## src/logic/periph_dma_params.svh

```systemverilog
// Constants of the peripheral DMA pointer and counter register set.
// Assumes byte addresses on a 12-bit register port and 32-bit data.
`ifndef PERIPH_DMA_PARAMS_SVH
`define PERIPH_DMA_PARAMS_SVH

// Register byte offsets.
`define OFF_RX_PTR 12'h100
`define OFF_RX_CNT 12'h104
`define OFF_TX_PTR 12'h108
`define OFF_TX_CNT 12'h10c
`define OFF_RX_NPTR 12'h110
`define OFF_RX_NCNT 12'h114
`define OFF_TX_NPTR 12'h118
`define OFF_TX_NCNT 12'h11c
`define OFF_STATUS 12'h128

// Field widths.
`define PTR_W 32
`define CNT_W 16

// Status register bit positions.
`define ST_BIT_RX_END 0
`define ST_BIT_RX_FULL 1
`define ST_BIT_TX_END 2
`define ST_BIT_TX_EMPTY 3
`define ST_BIT_BUSY 4

// Reset values.
`define PTR_RST 32'h0000_0000
`define CNT_RST 16'h0000
`define FLAG_RST 1'b1

// Transfer unit codes.
`define UNIT_BYTE 2'h0
`define UNIT_HALF 2'h1
`define UNIT_WORD 2'h2

`endif

```

## src/logic/periph_dma_pkg.sv

```systemverilog
// Types shared by the peripheral DMA register set and its step logic.
// Assumes the constants header is on the include path.
`include "periph_dma_params.svh"

package periph_dma_pkg;

	// Transfer engine states.
	typedef enum logic [2:0] {
		ST_IDLE,
		ST_RX_WR,
		ST_TX_RD,
		ST_TX_WAIT,
		ST_TX_PUT
	} state_t;

	// One channel's current and following buffer descriptors.
	typedef struct packed {
		logic [`PTR_W-1:0] ptr;
		logic [`CNT_W-1:0] cnt;
		logic [`PTR_W-1:0] nptr;
		logic [`CNT_W-1:0] ncnt;
	} chan_t;

	// Pointer increment for one transfer unit.
	function automatic logic [`PTR_W-1:0] unit_bytes(input logic [1:0] unit);
		case (unit)
			`UNIT_BYTE: unit_bytes = 32'h0000_0001;
			`UNIT_HALF: unit_bytes = 32'h0000_0002;
			default: unit_bytes = 32'h0000_0004;
		endcase
	endfunction

endpackage

```

## src/logic/periph_dma_ptr_counter_regs.sv

```systemverilog
// Pointer and counter register set of a peripheral DMA channel pair,
// with the transfer engine that moves data between peripheral and memory.
// Assumes the peripheral and the memory port run on ref_clk_i; channel
// enables come from the transfer control logic outside this block.
// Software keeps the following descriptor valid before the current count
// runs out; the reload happens on the same edge that takes the count to zero.
// Transfer unit codes other than byte and half-word move a word.
//
// Functional notes
// - A zero current receive count stops receive; nonzero starts it when enabled.
// - A zero current transmit count stops transmit; nonzero starts it when enabled, in half duplex only while receive is disabled.
// - The receive following pointer is a read-write register.
// - The receive following count is a read-write register.
// - The transmit following pointer is a read-write register.
// - The transmit following count is a read-write register.
// - Half duplex shares one current pointer for both directions.
// - Half duplex shares one current count for both directions.
// - Half duplex shares one following pointer for both directions.
// - Half duplex shares one following count for both directions.
// - At zero count, a nonzero following buffer is chained in and cleared.
// - Each transfer advances the pointer by 1, 2 or 4 and decrements count.
// - End flag on count reaching zero; full or empty flag when both are zero.
// - Writing a nonzero count of a direction clears its end flag.
`timescale 1ns/1ps
`include "periph_dma_params.svh"

module periph_dma_ptr_counter_regs #(
	parameter bit HALF_DUPLEX = 1'b0
) (
	// Clock and reset.
	input wire logic ref_clk_i,
	input wire logic resetn_i,
	// Register port.
	input wire logic [11:0] addr_i,
	input wire logic [31:0] wr_data_i,
	input wire logic wr_i,
	input wire logic rd_i,
	output logic [31:0] rd_data_o,
	// Channel enables and transfer unit from the peripheral.
	input wire logic rx_enable_i,
	input wire logic tx_enable_i,
	input wire logic [1:0] unit_i,
	// Peripheral receive side.
	input wire logic rx_ready_i,
	input wire logic [31:0] rx_data_i,
	output logic rx_take_o,
	// Peripheral transmit side.
	input wire logic tx_ready_i,
	output logic tx_write_o,
	output logic [31:0] tx_data_o,
	// Memory port.
	output logic mem_req_o,
	output logic mem_we_o,
	output logic [31:0] mem_addr_o,
	output logic [31:0] mem_wdata_o,
	output logic [1:0] mem_size_o,
	input wire logic mem_gnt_i,
	input wire logic mem_rvalid_i,
	input wire logic [31:0] mem_rdata_i,
	// Status flags towards the peripheral status register.
	output logic rx_end_flag_o,
	output logic rx_buffers_full_flag_o,
	output logic tx_end_flag_o,
	output logic tx_buffers_empty_flag_o
);

	// Half duplex folds the transmit descriptor onto the receive one.
	// Channel one then keeps its reset value and is never read.
	localparam int TXI = HALF_DUPLEX ? 0 : 1;

	// Whole state of the block.
	// One record keeps reset and the register copy in a single place.
	typedef struct packed {
		periph_dma_pkg::chan_t [1:0] ch;
		logic rx_end;
		logic rx_full;
		logic tx_end;
		logic tx_empty;
		periph_dma_pkg::state_t st;
		logic [1:0] unit;
		logic [31:0] data;
		logic [31:0] rdata;
	} state_reg_t;

	state_reg_t s_r;
	state_reg_t s_nxt;

	// Per-channel step results.
	// Index 0 is receive and index 1 transmit; half duplex uses only 0.
	periph_dma_pkg::chan_t step_out[2];
	logic reached[2];
	logic both[2];
	logic [3:0] ch_sel[2];
	logic ch_step[2];

	// Decoded strobes, completions and start conditions.
	logic [7:0] hit;
	logic [3:0] rx_sel;
	logic [3:0] tx_sel;
	logic rx_step;
	logic tx_step;
	logic rx_go;
	logic tx_go;
	logic wr_nonzero;

	// One-hot decode of the eight descriptor registers, in table order.
	// Unmapped offsets give no hit, so such writes fall away silently.
	function automatic logic [7:0] decode_slot(input logic [11:0] a);
		case (a)
			`OFF_RX_PTR: decode_slot = 8'h01;
			`OFF_RX_CNT: decode_slot = 8'h02;
			`OFF_TX_PTR: decode_slot = 8'h04;
			`OFF_TX_CNT: decode_slot = 8'h08;
			`OFF_RX_NPTR: decode_slot = 8'h10;
			`OFF_RX_NCNT: decode_slot = 8'h20;
			`OFF_TX_NPTR: decode_slot = 8'h40;
			`OFF_TX_NCNT: decode_slot = 8'h80;
			default: decode_slot = 8'h00;
		endcase
	endfunction

	// Widens a counter to the data bus with zero upper bits.
	function automatic logic [31:0] cnt_word(input logic [`CNT_W-1:0] c);
		cnt_word = {16'h0000, c};
	endfunction

	// Write decode, grouped per direction as ptr, cnt, nptr, ncnt.
	// The nonzero test looks only at the implemented counter bits.
	always_comb begin
		hit = wr_i ? decode_slot(addr_i) : 8'h00;
		rx_sel = {hit[5], hit[4], hit[1], hit[0]};
		tx_sel = {hit[7], hit[6], hit[3], hit[2]};
		wr_nonzero = (wr_data_i[`CNT_W-1:0] != `CNT_RST);
	end

	// Descriptor routing; in half duplex both directions hit channel zero.
	// Sharing the storage, rather than mirroring it, keeps both views
	// equal by construction, with no window in which they could differ.
	always_comb begin
		if (HALF_DUPLEX) begin
			ch_sel[0] = rx_sel | tx_sel;
			ch_sel[1] = 4'h0;
			ch_step[0] = rx_step | tx_step;
			ch_step[1] = 1'b0;
		end else begin
			ch_sel[0] = rx_sel;
			ch_sel[1] = tx_sel;
			ch_step[0] = rx_step;
			ch_step[1] = tx_step;
		end
	end

	// Next-value logic of both descriptors.
	// The step module never sees the engine state; completion is its cue.
	for (genvar k = 0; k < 2; k++) begin : g_chan
		dma_channel_step u_step (
			.cur_i(s_r.ch[k]),
			.unit_i(s_r.unit),
			.step_i(ch_step[k]),
			.wr_sel_i(ch_sel[k]),
			.wdata_i(wr_data_i),
			.nxt_o(step_out[k]),
			.reached_zero_o(reached[k]),
			.both_zero_o(both[k])
		);
	end

	// Start conditions; receive wins so a peripheral overrun is less likely.
	// In half duplex an enabled receiver blocks transmit, so the shared
	// descriptor is never stepped by both directions in one cycle.
	always_comb begin
		rx_go = rx_enable_i && rx_ready_i &&
			(s_r.ch[0].cnt != `CNT_RST);
		tx_go = tx_enable_i && tx_ready_i &&
			(s_r.ch[TXI].cnt != `CNT_RST) &&
			!(HALF_DUPLEX && rx_enable_i);
	end

	// Transfer completions.
	// A receive step is the granted write; a transmit step is the holding
	// register write, so the count drops only once data is delivered.
	always_comb begin
		rx_step = (s_r.st == periph_dma_pkg::ST_RX_WR) && mem_gnt_i;
		tx_step = (s_r.st == periph_dma_pkg::ST_TX_PUT);
	end

	// Engine, flags and read data.
	// The descriptors always take the step results; the rest holds.
	always_comb begin
		s_nxt = s_r;
		s_nxt.ch[0] = step_out[0];
		s_nxt.ch[1] = step_out[1];

		// Flag clears first, so a set in the same cycle wins.
		// Full and empty go with the end flag of the same direction.
		if ((hit[1] || hit[5]) && wr_nonzero) begin
			s_nxt.rx_end = 1'b0;
			s_nxt.rx_full = 1'b0;
		end
		if ((hit[3] || hit[7]) && wr_nonzero) begin
			s_nxt.tx_end = 1'b0;
			s_nxt.tx_empty = 1'b0;
		end
		if (rx_step && reached[0]) begin
			s_nxt.rx_end = 1'b1;
		end
		if (rx_step && both[0]) begin
			s_nxt.rx_full = 1'b1;
		end
		if (tx_step && reached[TXI]) begin
			s_nxt.tx_end = 1'b1;
		end
		if (tx_step && both[TXI]) begin
			s_nxt.tx_empty = 1'b1;
		end

		// Transfer sequencing.
		// Only one transfer is in flight, so one data register serves
		// both directions at the cost of some throughput.
		case (s_r.st)
			periph_dma_pkg::ST_IDLE: begin
				if (rx_go) begin
					s_nxt.data = rx_data_i;
					s_nxt.unit = unit_i;
					s_nxt.st = periph_dma_pkg::ST_RX_WR;
				end else if (tx_go) begin
					s_nxt.unit = unit_i;
					s_nxt.st = periph_dma_pkg::ST_TX_RD;
				end
			end
			periph_dma_pkg::ST_RX_WR: begin
				if (mem_gnt_i) begin
					s_nxt.st = periph_dma_pkg::ST_IDLE;
				end
			end
			periph_dma_pkg::ST_TX_RD: begin
				if (mem_gnt_i) begin
					s_nxt.st = periph_dma_pkg::ST_TX_WAIT;
				end
			end
			periph_dma_pkg::ST_TX_WAIT: begin
				if (mem_rvalid_i) begin
					s_nxt.data = mem_rdata_i;
					s_nxt.st = periph_dma_pkg::ST_TX_PUT;
				end
			end
			periph_dma_pkg::ST_TX_PUT: begin
				s_nxt.st = periph_dma_pkg::ST_IDLE;
			end
			default: begin
				s_nxt.st = periph_dma_pkg::ST_IDLE;
			end
		endcase

		// Read data stands only in the cycle after the strobe.
		// Zero outside that cycle lets several slaves share an or-tree.
		s_nxt.rdata = 32'h0000_0000;
		if (rd_i) begin
			case (addr_i)
				`OFF_RX_PTR: s_nxt.rdata = s_r.ch[0].ptr;
				`OFF_RX_CNT: s_nxt.rdata = cnt_word(s_r.ch[0].cnt);
				`OFF_TX_PTR: s_nxt.rdata = s_r.ch[TXI].ptr;
				`OFF_TX_CNT: s_nxt.rdata = cnt_word(s_r.ch[TXI].cnt);
				`OFF_RX_NPTR: s_nxt.rdata = s_r.ch[0].nptr;
				`OFF_RX_NCNT: s_nxt.rdata = cnt_word(s_r.ch[0].ncnt);
				`OFF_TX_NPTR: s_nxt.rdata = s_r.ch[TXI].nptr;
				`OFF_TX_NCNT: s_nxt.rdata = cnt_word(s_r.ch[TXI].ncnt);
				`OFF_STATUS: begin
					s_nxt.rdata[`ST_BIT_RX_END] = s_r.rx_end;
					s_nxt.rdata[`ST_BIT_RX_FULL] = s_r.rx_full;
					s_nxt.rdata[`ST_BIT_TX_END] = s_r.tx_end;
					s_nxt.rdata[`ST_BIT_TX_EMPTY] = s_r.tx_empty;
					s_nxt.rdata[`ST_BIT_BUSY] =
						(s_r.st != periph_dma_pkg::ST_IDLE);
				end
				default: s_nxt.rdata = 32'h0000_0000;
			endcase
		end
	end

	// State register; flags start set because the counters start at zero.
	// The reset branch assigns constants only.
	always_ff @(posedge ref_clk_i) begin
		if (!resetn_i) begin
			for (int k = 0; k < 2; k++) begin
				s_r.ch[k].ptr <= `PTR_RST;
				s_r.ch[k].cnt <= `CNT_RST;
				s_r.ch[k].nptr <= `PTR_RST;
				s_r.ch[k].ncnt <= `CNT_RST;
			end
			s_r.rx_end <= `FLAG_RST;
			s_r.rx_full <= `FLAG_RST;
			s_r.tx_end <= `FLAG_RST;
			s_r.tx_empty <= `FLAG_RST;
			s_r.st <= periph_dma_pkg::ST_IDLE;
			s_r.unit <= `UNIT_BYTE;
			s_r.data <= 32'h0000_0000;
			s_r.rdata <= 32'h0000_0000;
		end else begin
			s_r <= s_nxt;
		end
	end

	// Peripheral handshakes follow the state directly.
	// The take pulse is combinational so the peripheral can advance in
	// the same cycle; it must not feed rx_ready_i back combinationally.
	always_comb begin
		rx_take_o = (s_r.st == periph_dma_pkg::ST_IDLE) && rx_go;
		tx_write_o = (s_r.st == periph_dma_pkg::ST_TX_PUT);
		tx_data_o = s_r.data;
	end

	// Memory port; the address is read live so a rewrite is honoured.
	// A rewrite while the grant is pending moves the request with it.
	always_comb begin
		mem_req_o = (s_r.st == periph_dma_pkg::ST_RX_WR) ||
			(s_r.st == periph_dma_pkg::ST_TX_RD);
		mem_we_o = (s_r.st == periph_dma_pkg::ST_RX_WR);
		if (s_r.st == periph_dma_pkg::ST_RX_WR) begin
			mem_addr_o = s_r.ch[0].ptr;
		end else begin
			mem_addr_o = s_r.ch[TXI].ptr;
		end
		mem_wdata_o = s_r.data;
		mem_size_o = s_r.unit;
	end

	// Register read data and status flags.
	// All data outputs come straight from the state register.
	always_comb begin
		rd_data_o = s_r.rdata;
		rx_end_flag_o = s_r.rx_end;
		rx_buffers_full_flag_o = s_r.rx_full;
		tx_end_flag_o = s_r.tx_end;
		tx_buffers_empty_flag_o = s_r.tx_empty;
	end

endmodule

```

## src/logic/dma_channel_step.sv

```systemverilog
// Next-value logic of one channel descriptor: step, software write, reload.
// Assumes the caller registers the result and gates step with a live count.
`timescale 1ns/1ps
`include "periph_dma_params.svh"

module dma_channel_step (
	// Present descriptor and transfer unit.
	input wire periph_dma_pkg::chan_t cur_i,
	input wire logic [1:0] unit_i,
	// Completion of one transfer.
	input wire logic step_i,
	// Software writes: bit0 ptr, bit1 cnt, bit2 nptr, bit3 ncnt.
	input wire logic [3:0] wr_sel_i,
	input wire logic [31:0] wdata_i,
	// Next descriptor and events.
	output periph_dma_pkg::chan_t nxt_o,
	output logic reached_zero_o,
	output logic both_zero_o
);

	// Step first, then software writes, so a write in the same cycle wins.
	always_comb begin
		periph_dma_pkg::chan_t c;
		logic zero_after_step;
		c = cur_i;
		zero_after_step = 1'b0;
		if (step_i) begin
			c.ptr = c.ptr + periph_dma_pkg::unit_bytes(unit_i);
			if (c.cnt != `CNT_RST) begin
				c.cnt = c.cnt - 16'h0001;
			end
			zero_after_step = (c.cnt == `CNT_RST);
		end
		if (wr_sel_i[0]) begin
			c.ptr = wdata_i;
		end
		if (wr_sel_i[1]) begin
			c.cnt = wdata_i[`CNT_W-1:0];
		end
		if (wr_sel_i[2]) begin
			c.nptr = wdata_i;
		end
		if (wr_sel_i[3]) begin
			c.ncnt = wdata_i[`CNT_W-1:0];
		end
		reached_zero_o = zero_after_step;
		both_zero_o = zero_after_step && (c.ncnt == `CNT_RST);
		// An empty current buffer with a live following one is chained in.
		if ((c.cnt == `CNT_RST) && (c.ncnt != `CNT_RST)) begin
			c.ptr = c.nptr;
			c.cnt = c.ncnt;
			c.nptr = `PTR_RST;
			c.ncnt = `CNT_RST;
		end
		nxt_o = c;
	end

endmodule

```

## config.mk

```make
export PLATFORM = sky130hd
export DESIGN_NAME = periph_dma_ptr_counter_regs
export DESIGN_NICKNAME = d
export VERILOG_FILES = /design/src/logic/periph_dma_pkg.sv /design/src/logic/periph_dma_ptr_counter_regs.sv /design/src/logic/dma_channel_step.sv
export VERILOG_INCLUDE_DIRS = /design/src /design/src/logic
export SDC_FILE = /design/constraint.sdc
export NUM_CORES = 1
export LEC_CHECK = 0
export BUFFER_PORTS_ARGS = -buffer_cell sky130_fd_sc_hd__buf_2
export CELL_PAD_IN_SITES_DETAIL_PLACEMENT = 1
export CELL_PAD_IN_SITES_GLOBAL_PLACEMENT = 2
export CORE_ASPECT_RATIO = 0.7
export CORE_MARGIN = 4
export CORE_UTILIZATION = 37
export CTS_BUF_LIST = sky130_fd_sc_hd__clkbuf_2 sky130_fd_sc_hd__clkbuf_4 sky130_fd_sc_hd__clkbuf_8
export DETAILED_ROUTE_END_ITERATION = 10
export GPL_TIMING_DRIVEN = 0
export PLACE_DENSITY = 0.95
export SLEW_MARGIN = 40
export SYNTH_ARGS = -nofsm -noshare
export SYNTH_HDL_FRONTEND = slang
export SYNTH_SLANG_ARGS = --single-unit
```

## constraint.sdc

```tcl
create_clock -name ref_clk_i -period 7 [get_ports ref_clk_i]
set_clock_uncertainty 0.15 [all_clocks]
set_input_delay 1.4 -clock ref_clk_i [delete_from_list [all_inputs] [get_ports ref_clk_i]]
set_output_delay 1.4 -clock ref_clk_i [all_outputs]
set_load 0.1 [all_outputs]
```

==> summary.md, run 1 <==
| Metric | Value |
|---|---|
| Status | `finished clean` |
| Critical path's largest stage delay | `0.75 ns` |
| Level count of the clock H-tree | `2` |
| CTS tree | `done` |
| Final instance count without filler cells | `2789` |
| Slowest CP cell | `nor4_1` |
| Hold Fails Final Rpt | `0` |
| Placeable core area | `a little over 40000 µm²` |
| Die boundary width | `around 250 µm` |
| Placement Cell Area | `17500 µm²` |
| Reg2Reg Setup Slack | `1.47 ns` |
| Crit-path most repeated cell | `clkbuf_1` |
| Synthesized area | `15500 µm²` |
| RSZ-0062 raised after global routing | `no` |
| Async SR Flop Fraction | `0%` |
| Count of cell types in the netlist | `73` |
| Final global-route overflow total | `0` |
| Number of port buffers | `between 200 and 250` |
| Post-Synthesis Cells | `~1900` |
| Number of cells upsized or downsized after cts | `0` |
| Placed wire-length estimate | `60.1 mm` |
| Global-route wire length before repair | `around 110 mm` |
| Family with the most delay on the worst path | `simple AND/OR/NAND/NOR gates` |
| Critical Path, Cell by Cell | `buf_2 -> clkbuf_1 -> nand3_1 -> nor4_1 -> mux2_2 -> o211a_1 -> and3_1 -> nand4_1 -> nand2_1 -> clkbuf_1 -> clkbuf_1 -> nor2_1` |
| Final routed wire length divided by cell count | `27.7 µm` |
| Final setup violation count | `0` |
| Slew HR | `a little over a third` |
| Syn_area_per_cell | `8.08 µm²` |
| Total clock sinks | `about 270` |
| Worst hold path class | `flip-flop to flip-flop` |
| Maximum buffer depth of the clock tree | `3` |
| Floorplan die area | `between 40000 and 50000 µm²` |
| Number of enable-type register cells in the synthesized netlist | `0` |
| Max-capacitance violation count | `0` |
| Clock latency reported for the late side of the worst-skew pair | `slightly above 0.6 ns` |
| Count of cells along the worst register-to-register path | `15` |
| Vias per cell | `5.99` |
| Final cell area excluding filler cells | `roughly 18000 µm²` |
| Initial core utilization | `between 30 and 40%` |
| Via count | `16700` |
| Setup fix buffers added after clock tree synthesis | `0` |
| Synth-to-Final Area Change | `19.3%` |
| Drt first-iter violations | `2095` |
| Number of antenna violations at the first check in global routing | `2` |
| Power density over the cells | `between 150 and 200 nW/µm²` |
| Slack of the critical path | `1.03 ns` |
| Initial DRT Pass Iterations | `6` |
| Critical path endpoint category | `flip-flop` |
| Clock-pin slew on the worst setup and hold paths | `about 0.060 ns` |
| Data required time at the worst endpoint | `7.28 ns` |
| Sum of buffers and inverters on the critical path | `4` |
| Nets | `between 2000 and 2500` |
| Site row count | `62` |
| RD Place Congestion | `1.04` |
| Proportion of synthesized chip area in sequential cells | `34.2%` |
| Hold-fix buffers at CTS | `0` |
| Remaining antenna violation count | `0` |
| Worst EP arrival | `about 6.3 ns` |
| Final worst path period need | `roughly 6 ns` |
| Footprint of the multi-input gates | `~8800 µm²` |
| Largest net degree at the start of global routing | `13` |
| Category of the critical setup timing path | `primary input to flip-flop` |
| Maximum vdd ir drop | `0.000105 V` |
| CTS buffer count | `45` |
| Leakage power | `7.40 nW` |
| Chip height | `179 µm` |
| Layout fillers | `5103` |
| Total wire length | `77.3 mm` |
| Maximum achievable frequency | `167 MHz` |
| Final Total Pwr | `3.24 mW` |
| Hold_sp | `s_r[206]` |
| Maximum fanout count along the critical path | `10` |
| Total global routing track utilization | `about a third` |
| Placed cell count | `2707` |
| Num ports | `258` |
| Capturing point of the worst reg2reg path | `s_r[204]` |
| Cell at the root of the clock tree | `clkbuf_8` |
| Synth warnings | `0` |
| Prevailing post-synth register cell | `dfxtp_1` |
| Share of the clock period used by the worst path after layout | `85.3%` |
| CP startpoint kind | `primary input` |
| Worst hold path cell count | `2` |
| Setup TNS Final | `0 ns` |
| Synthesized net count | `2046` |
| Number of register bits inferred by synthesis | `265` |
| Worst slack, placed | `0.752 ns` |
| Origin of the critical flop-to-flop path | `s_r[217]` |
| Worst hold path endpoint | `s_r[206]` |
| Reg area | `roughly 5300 µm²` |
| Slew Limit Fails | `0` |
| Least-Margin Pin Slew | `0.964 ns` |
| Ratio of cells with drive above 1 in the final layout | `22.9%` |
| # DRC | `0` |
| Vias in the first global route | `16500` |
[registers in the layout, indices dropped and copies added, names as in the netlist]
signal / cells
mem_size_o: 2
mem_wdata_o: 32
rd_data_o: 32
rx_buffers_full_flag_o: 1
rx_end_flag_o: 1
s_r: 195
tx_buffers_empty_flag_o: 1
tx_end_flag_o: 1
[through the flow]
stage / util, % / hold WS (ns)
global route: 44.8 / 0.354
CTS: 44.8 / 0.330
global placement: 42.2 / 0.304
finish: 44.9 / 0.336
detailed placement: 42.4 / 0.320
floorplan: - / 0.291
[how the worst max path moves through the flow]
stage / from / to / cells past startpoint
floorplan: s_r[67] / mem_addr_o[12] / 4
global placement: wr_i / s_r[212] / 12
detailed placement: wr_i / s_r[203] / 12
CTS: wr_i / s_r[203] / 12
global route: addr_i[9] / s_r[203] / 13
finish: wr_i / s_r[204] / 12
[cell type report]
class	count	share of cell area, %
plain buffers	251	7.29
clock inverters	7	0.379
flip-flops and latches	265	28.7
clock buffers	72	4.92
repair buffers	247	6.69
inverters	25	0.508
multi-input cells	1375	47.8
well taps	544	3.68
diodes	3	0.0406
[routing by layer]
layer	vias up	share of wire [%]	wire length [µm]	GRT usage [%]
li1	7369	-	-	-
met1	8192	42	32600	43.8
met2	997	42	32300	49.1
met3	144	13	10200	12.5
met4	2	2.9	2240	9.24
met5	-	0.016	12	0
[where the power goes]
part	total, mW	switching [mW]	internal (mW)	leakage [nW]
Combinational	0.165	0.122	0.0432	4.74
Sequential	1.51	0.00132	1.51	2.13
Clock	1.57	0.704	0.861	0.524
Total	3.24	0.827	2.41	7.40
[synthesized netlist by cell type, types with 23 or more instances]
library cell	count	area (µm²)
dfxtp_1	265	5310
nor2_1	231	867
nand2_1	166	623
clkbuf_1	135	507
mux2i_1	132	1320
a21oi_1	124	621
buf_4	101	758
a211oi_1	86	646
o21ai_0	58	290
a22oi_1	48	360
nand3_1	43	215
xnor2_1	42	368
nor3_1	39	195
o211ai_1	35	263
mux2_2	34	383
xor2_1	34	298
nor4_1	30	188
inv_1	24	90.1
o21a_1	24	180
nand2b_1	23	144
[tightest hold or removal path: cells and delay by family (launching register included)]
kind / cells / cell delay [ns]
simple gates: 1 / 0.06
flops: 1 / 0.33
compound gates: 1 / 0.05
[logic make-up after synthesis]
| family | count (synthesis) | share of synthesized area, % |
|---|---|---|
| and+or+nand+nor | 660 | 20.2 |
| xor gates and xnor gates | 76 | 4.30 |
| muxes | 167 | 11.1 |
| DFF | 265 | 34.2 |
| adders and majority gates | 10 | 0.905 |
| buffers and inverters | 276 | 9.18 |
| AOI/OAI and AO/OA | 462 | 20.0 |
[layout by cell type (no fill, tap or decap), drive strengths merged, types with 11 or more instances in the layout]
cell    instances
buf           363
dfxtp         265
nor2          231
clkbuf        207
nand2         166
mux2i         133
a21oi         124
a211oi         86
o21ai          60
a22oi          48
nand3          43
xnor2          42
nor3           39
o211ai         35
mux2           34
xor2           34
nor4           32
inv            27
o21a           24
nand2b         23
nand4          22
and3           18
and2           16
a31oi          15
or4            13
or3            12
or2            12
a221oi         11
Note: power is estimated with default switching activity, not from simulation.
==> inputs of run 2 (changes only) <==
--- a/config.mk
+++ b/config.mk
@@ -10,7 +10,6 @@
 export CELL_PAD_IN_SITES_DETAIL_PLACEMENT = 1
 export CELL_PAD_IN_SITES_GLOBAL_PLACEMENT = 2
 export CORE_ASPECT_RATIO = 0.7
-export CORE_MARGIN = 4
 export CORE_UTILIZATION = 37
 export CTS_BUF_LIST = sky130_fd_sc_hd__clkbuf_2 sky130_fd_sc_hd__clkbuf_4 sky130_fd_sc_hd__clkbuf_8
 export DETAILED_ROUTE_END_ITERATION = 10
==> run 2 against run 1 <==
Effect of this change:
- utilization is 0.18 points higher
- total power increased by 1.8%
- worst hold slack worse by 0.0044 ns
- combinational power about the same
- fmax down 1.4%
- critical endpoint unchanged
- largest cell class unchanged
==> summary.md, run 2 (same netlist as run 1, synthesis figures left out) <==
| Metric | Value |
|---|---|
| Die boundary width | `247 µm (-2.4%)` |
| Clock latency reported for the late side of the worst-skew pair | `0.61 ns (about the same)` |
| Total clock sinks | `265 (unchanged)` |
| Via count | `17000 (+1.9%)` |
| Final routed wire length divided by cell count | `27.3 µm (-1.5%)` |
| CTS tree | `done` |
| Clock-pin slew on the worst setup and hold paths | `0.06 ns (about the same)` |
| Final worst path period need | `6.06 ns (+0.0869 ns)` |
| Total global routing track utilization | `34.7% (+2.1 points)` |
| Hold-fix buffers at CTS | `0 (unchanged)` |
| Maximum vdd ir drop | `0.000116 V (+10%)` |
| Number of cells upsized or downsized after cts | `0 (unchanged)` |
| Least-Margin Pin Slew | `0.998 ns (+0.0349 ns)` |
| Placed wire-length estimate | `58.5 mm (-2.6%)` |
| Most common library cell in the layout ignoring fill and taps | `dfxtp_1` |
| CP startpoint kind | `primary input` |
| Worst hold path class | `flip-flop to flip-flop` |
| Floorplan die area | `42700 µm² (-5.6%)` |
| Maximum achievable frequency | `165 MHz (-1.4%)` |
| Ratio of cells with drive above 1 in the final layout | `23.1% (+0.17 points)` |
| Leakage power | `7.43 nW (+0.51%)` |
| Status | `finished clean` |
| Worst hold margin | `0.331 ns (-0.00442 ns)` |
| Site row count | `62 (unchanged)` |
| Synth-to-Final Area Change | `19.5%` |
| Vias per cell | `6.10 (+1.9%)` |
| Setup fix buffers added after clock tree synthesis | `0 (unchanged)` |
| Drt first-iter violations | `2159 (+3.1%)` |
| Number of antenna violations at the first check in global routing | `3 (+1)` |
| Remaining antenna violation count | `0 (unchanged)` |
| Maximum buffer depth of the clock tree | `3 (unchanged)` |
| Hold Fails Final Rpt | `0 (unchanged)` |
| Setup TNS Final | `0 ns (unchanged)` |
| Final global-route overflow total | `0 (unchanged)` |
| Max reg flops | `195 (unchanged)` |
| Final setup violation count | `0 (unchanged)` |
| Footprint of the multi-input gates | `8810 µm² (-0.11%)` |
| Initial core utilization | `37.7% (+0.071 points)` |
| Global-route wire length before repair | `110 mm (+0.33%)` |
| Critical path endpoint category | `flip-flop` |
| Slew Limit Fails | `0 (unchanged)` |
| Reg area | `5310 µm² (unchanged)` |
| Antenna diode count | `0 (-3)` |
| RD Place Congestion | `1.02 (-1.8%)` |
| Share of the clock period used by the worst path after layout | `86.6% (+1.2 points)` |
| Nets | `2342 (+0.085%)` |
| Power density over the cells | `178 nW/µm² (+1.6%)` |
| RSZ-0062 raised after global routing | `no` |
| Data required time at the worst endpoint | `7.31 ns (+0.03 ns)` |
| Max-capacitance violation count | `0 (unchanged)` |
| Vias in the first global route | `16800 (+1.4%)` |
| Num ports | `258 (unchanged)` |
| Number of port buffers | `243 (unchanged)` |
| Total wire length | `76.2 mm (-1.5%)` |
| Category of the critical setup timing path | `primary input to flip-flop` |
| CTS buffer count | `46 (+2.2%)` |
| Placeable core area | `41100 µm² (-0.19%)` |
| Slew HR | `33.4% (-2.3 points)` |
| Worst EP arrival | `6.37 ns (+0.11 ns)` |
| # DRC | `0 (unchanged)` |
| Leading cell types in the layout, fill and taps excluded | `265 x dfxtp_1, 253 x buf_2, 230 x nor2_1` |
| Most flop-heavy register | `s_r` |
| Level count of the clock H-tree | `2 (unchanged)` |
| Maximum fanout count along the critical path | `10 (unchanged)` |
| Largest net degree at the start of global routing | `13 (unchanged)` |
| Layout fillers | `5086 (-0.33%)` |
| Placed cell count | `2707 (unchanged)` |
| Final instance count without filler cells | `2791 (+0.072%)` |
| Cell at the root of the clock tree | `clkbuf_8` |
| Initial DRT Pass Iterations | `5 (-1)` |
| Chip height | `173 µm (-3.3%)` |
==> run 2: cell types whose count changed in the layout (fill, tap and decap cells not counted), sizes merged <==
cell	previous run	this run
diode	3	0
clkinv	4	8
clkbuf	207	208
==> run 2: power breakdown <==
part	switching [mW]	internal [mW]	leakage, nW
combinational	0.121	0.0430	4.75
clock	0.736	0.890	0.549
sequential	0.00134	1.51	2.13
==> run 2: path summary, 6_finish.rpt <==
path	startpoint	to	slack, ns	depth (start not counted)
worst max register to register	s_r[217]	s_r[204]	1.40	14
worst max-delay path	wr_i	s_r[204]	0.94	12
worst min register to register	s_r[201]	s_r[201]	0.33	2
worst min-delay path	s_r[201]	s_r[201]	0.33	2
==> run 2: layout make-up <==
type                            count  share of cell area [%]
Inverter                           25                   0.507
Clock inverter                     11                   0.493
Sequential cell                   265                    28.7
Tap cell                          544                    3.68
Timing Repair Buffer              248                    6.73
Buffer                            251                    7.28
Clock buffer                       72                    5.05
Multi-Input combinational cell   1375                    47.6
==> run 2: per-layer routing <==
| layer | up-vias | track usage (%) | wire [µm] |
|---|---|---|---|
| met4 | 6 | 12.4 | 2480 |
| met3 | 169 | 9.31 | 9480 |
| met1 | 8432 | 49.2 | 32800 |
| met2 | 1031 | 50.1 | 31400 |
| li1 | 7390 | - | - |
| met5 | - | 0 | 47 |
==> run 2: critical path: stages <==
cell      delay [ns]
buf_2           0.09
clkbuf_1        0.57
nand3_1         0.42
nor4_1          0.81
mux2_2          0.36
o211a_1         0.15
and3_1          0.22
nand4_1         0.58
nand2_1         0.35
clkbuf_1        0.60
clkbuf_1        0.68
nor2_1          0.13
==> run 2: through the flow <==
stage / power, mW / cell area (µm²) / util [%] / setup slack (ns)
5_1_grt: 3.37 / 18500 / 45.0 / 0.890
2_1_floorplan: 1.60 / 15500 / - / 1.66
3_5_place_dp: 1.70 / 17500 / 42.5 / 0.631
6_report: 3.30 / 18500 / 45.0 / 0.940
3_3_place_gp: 1.70 / 17400 / 42.3 / 0.320
4_1_cts: 3.29 / 18500 / 45.0 / 1.27
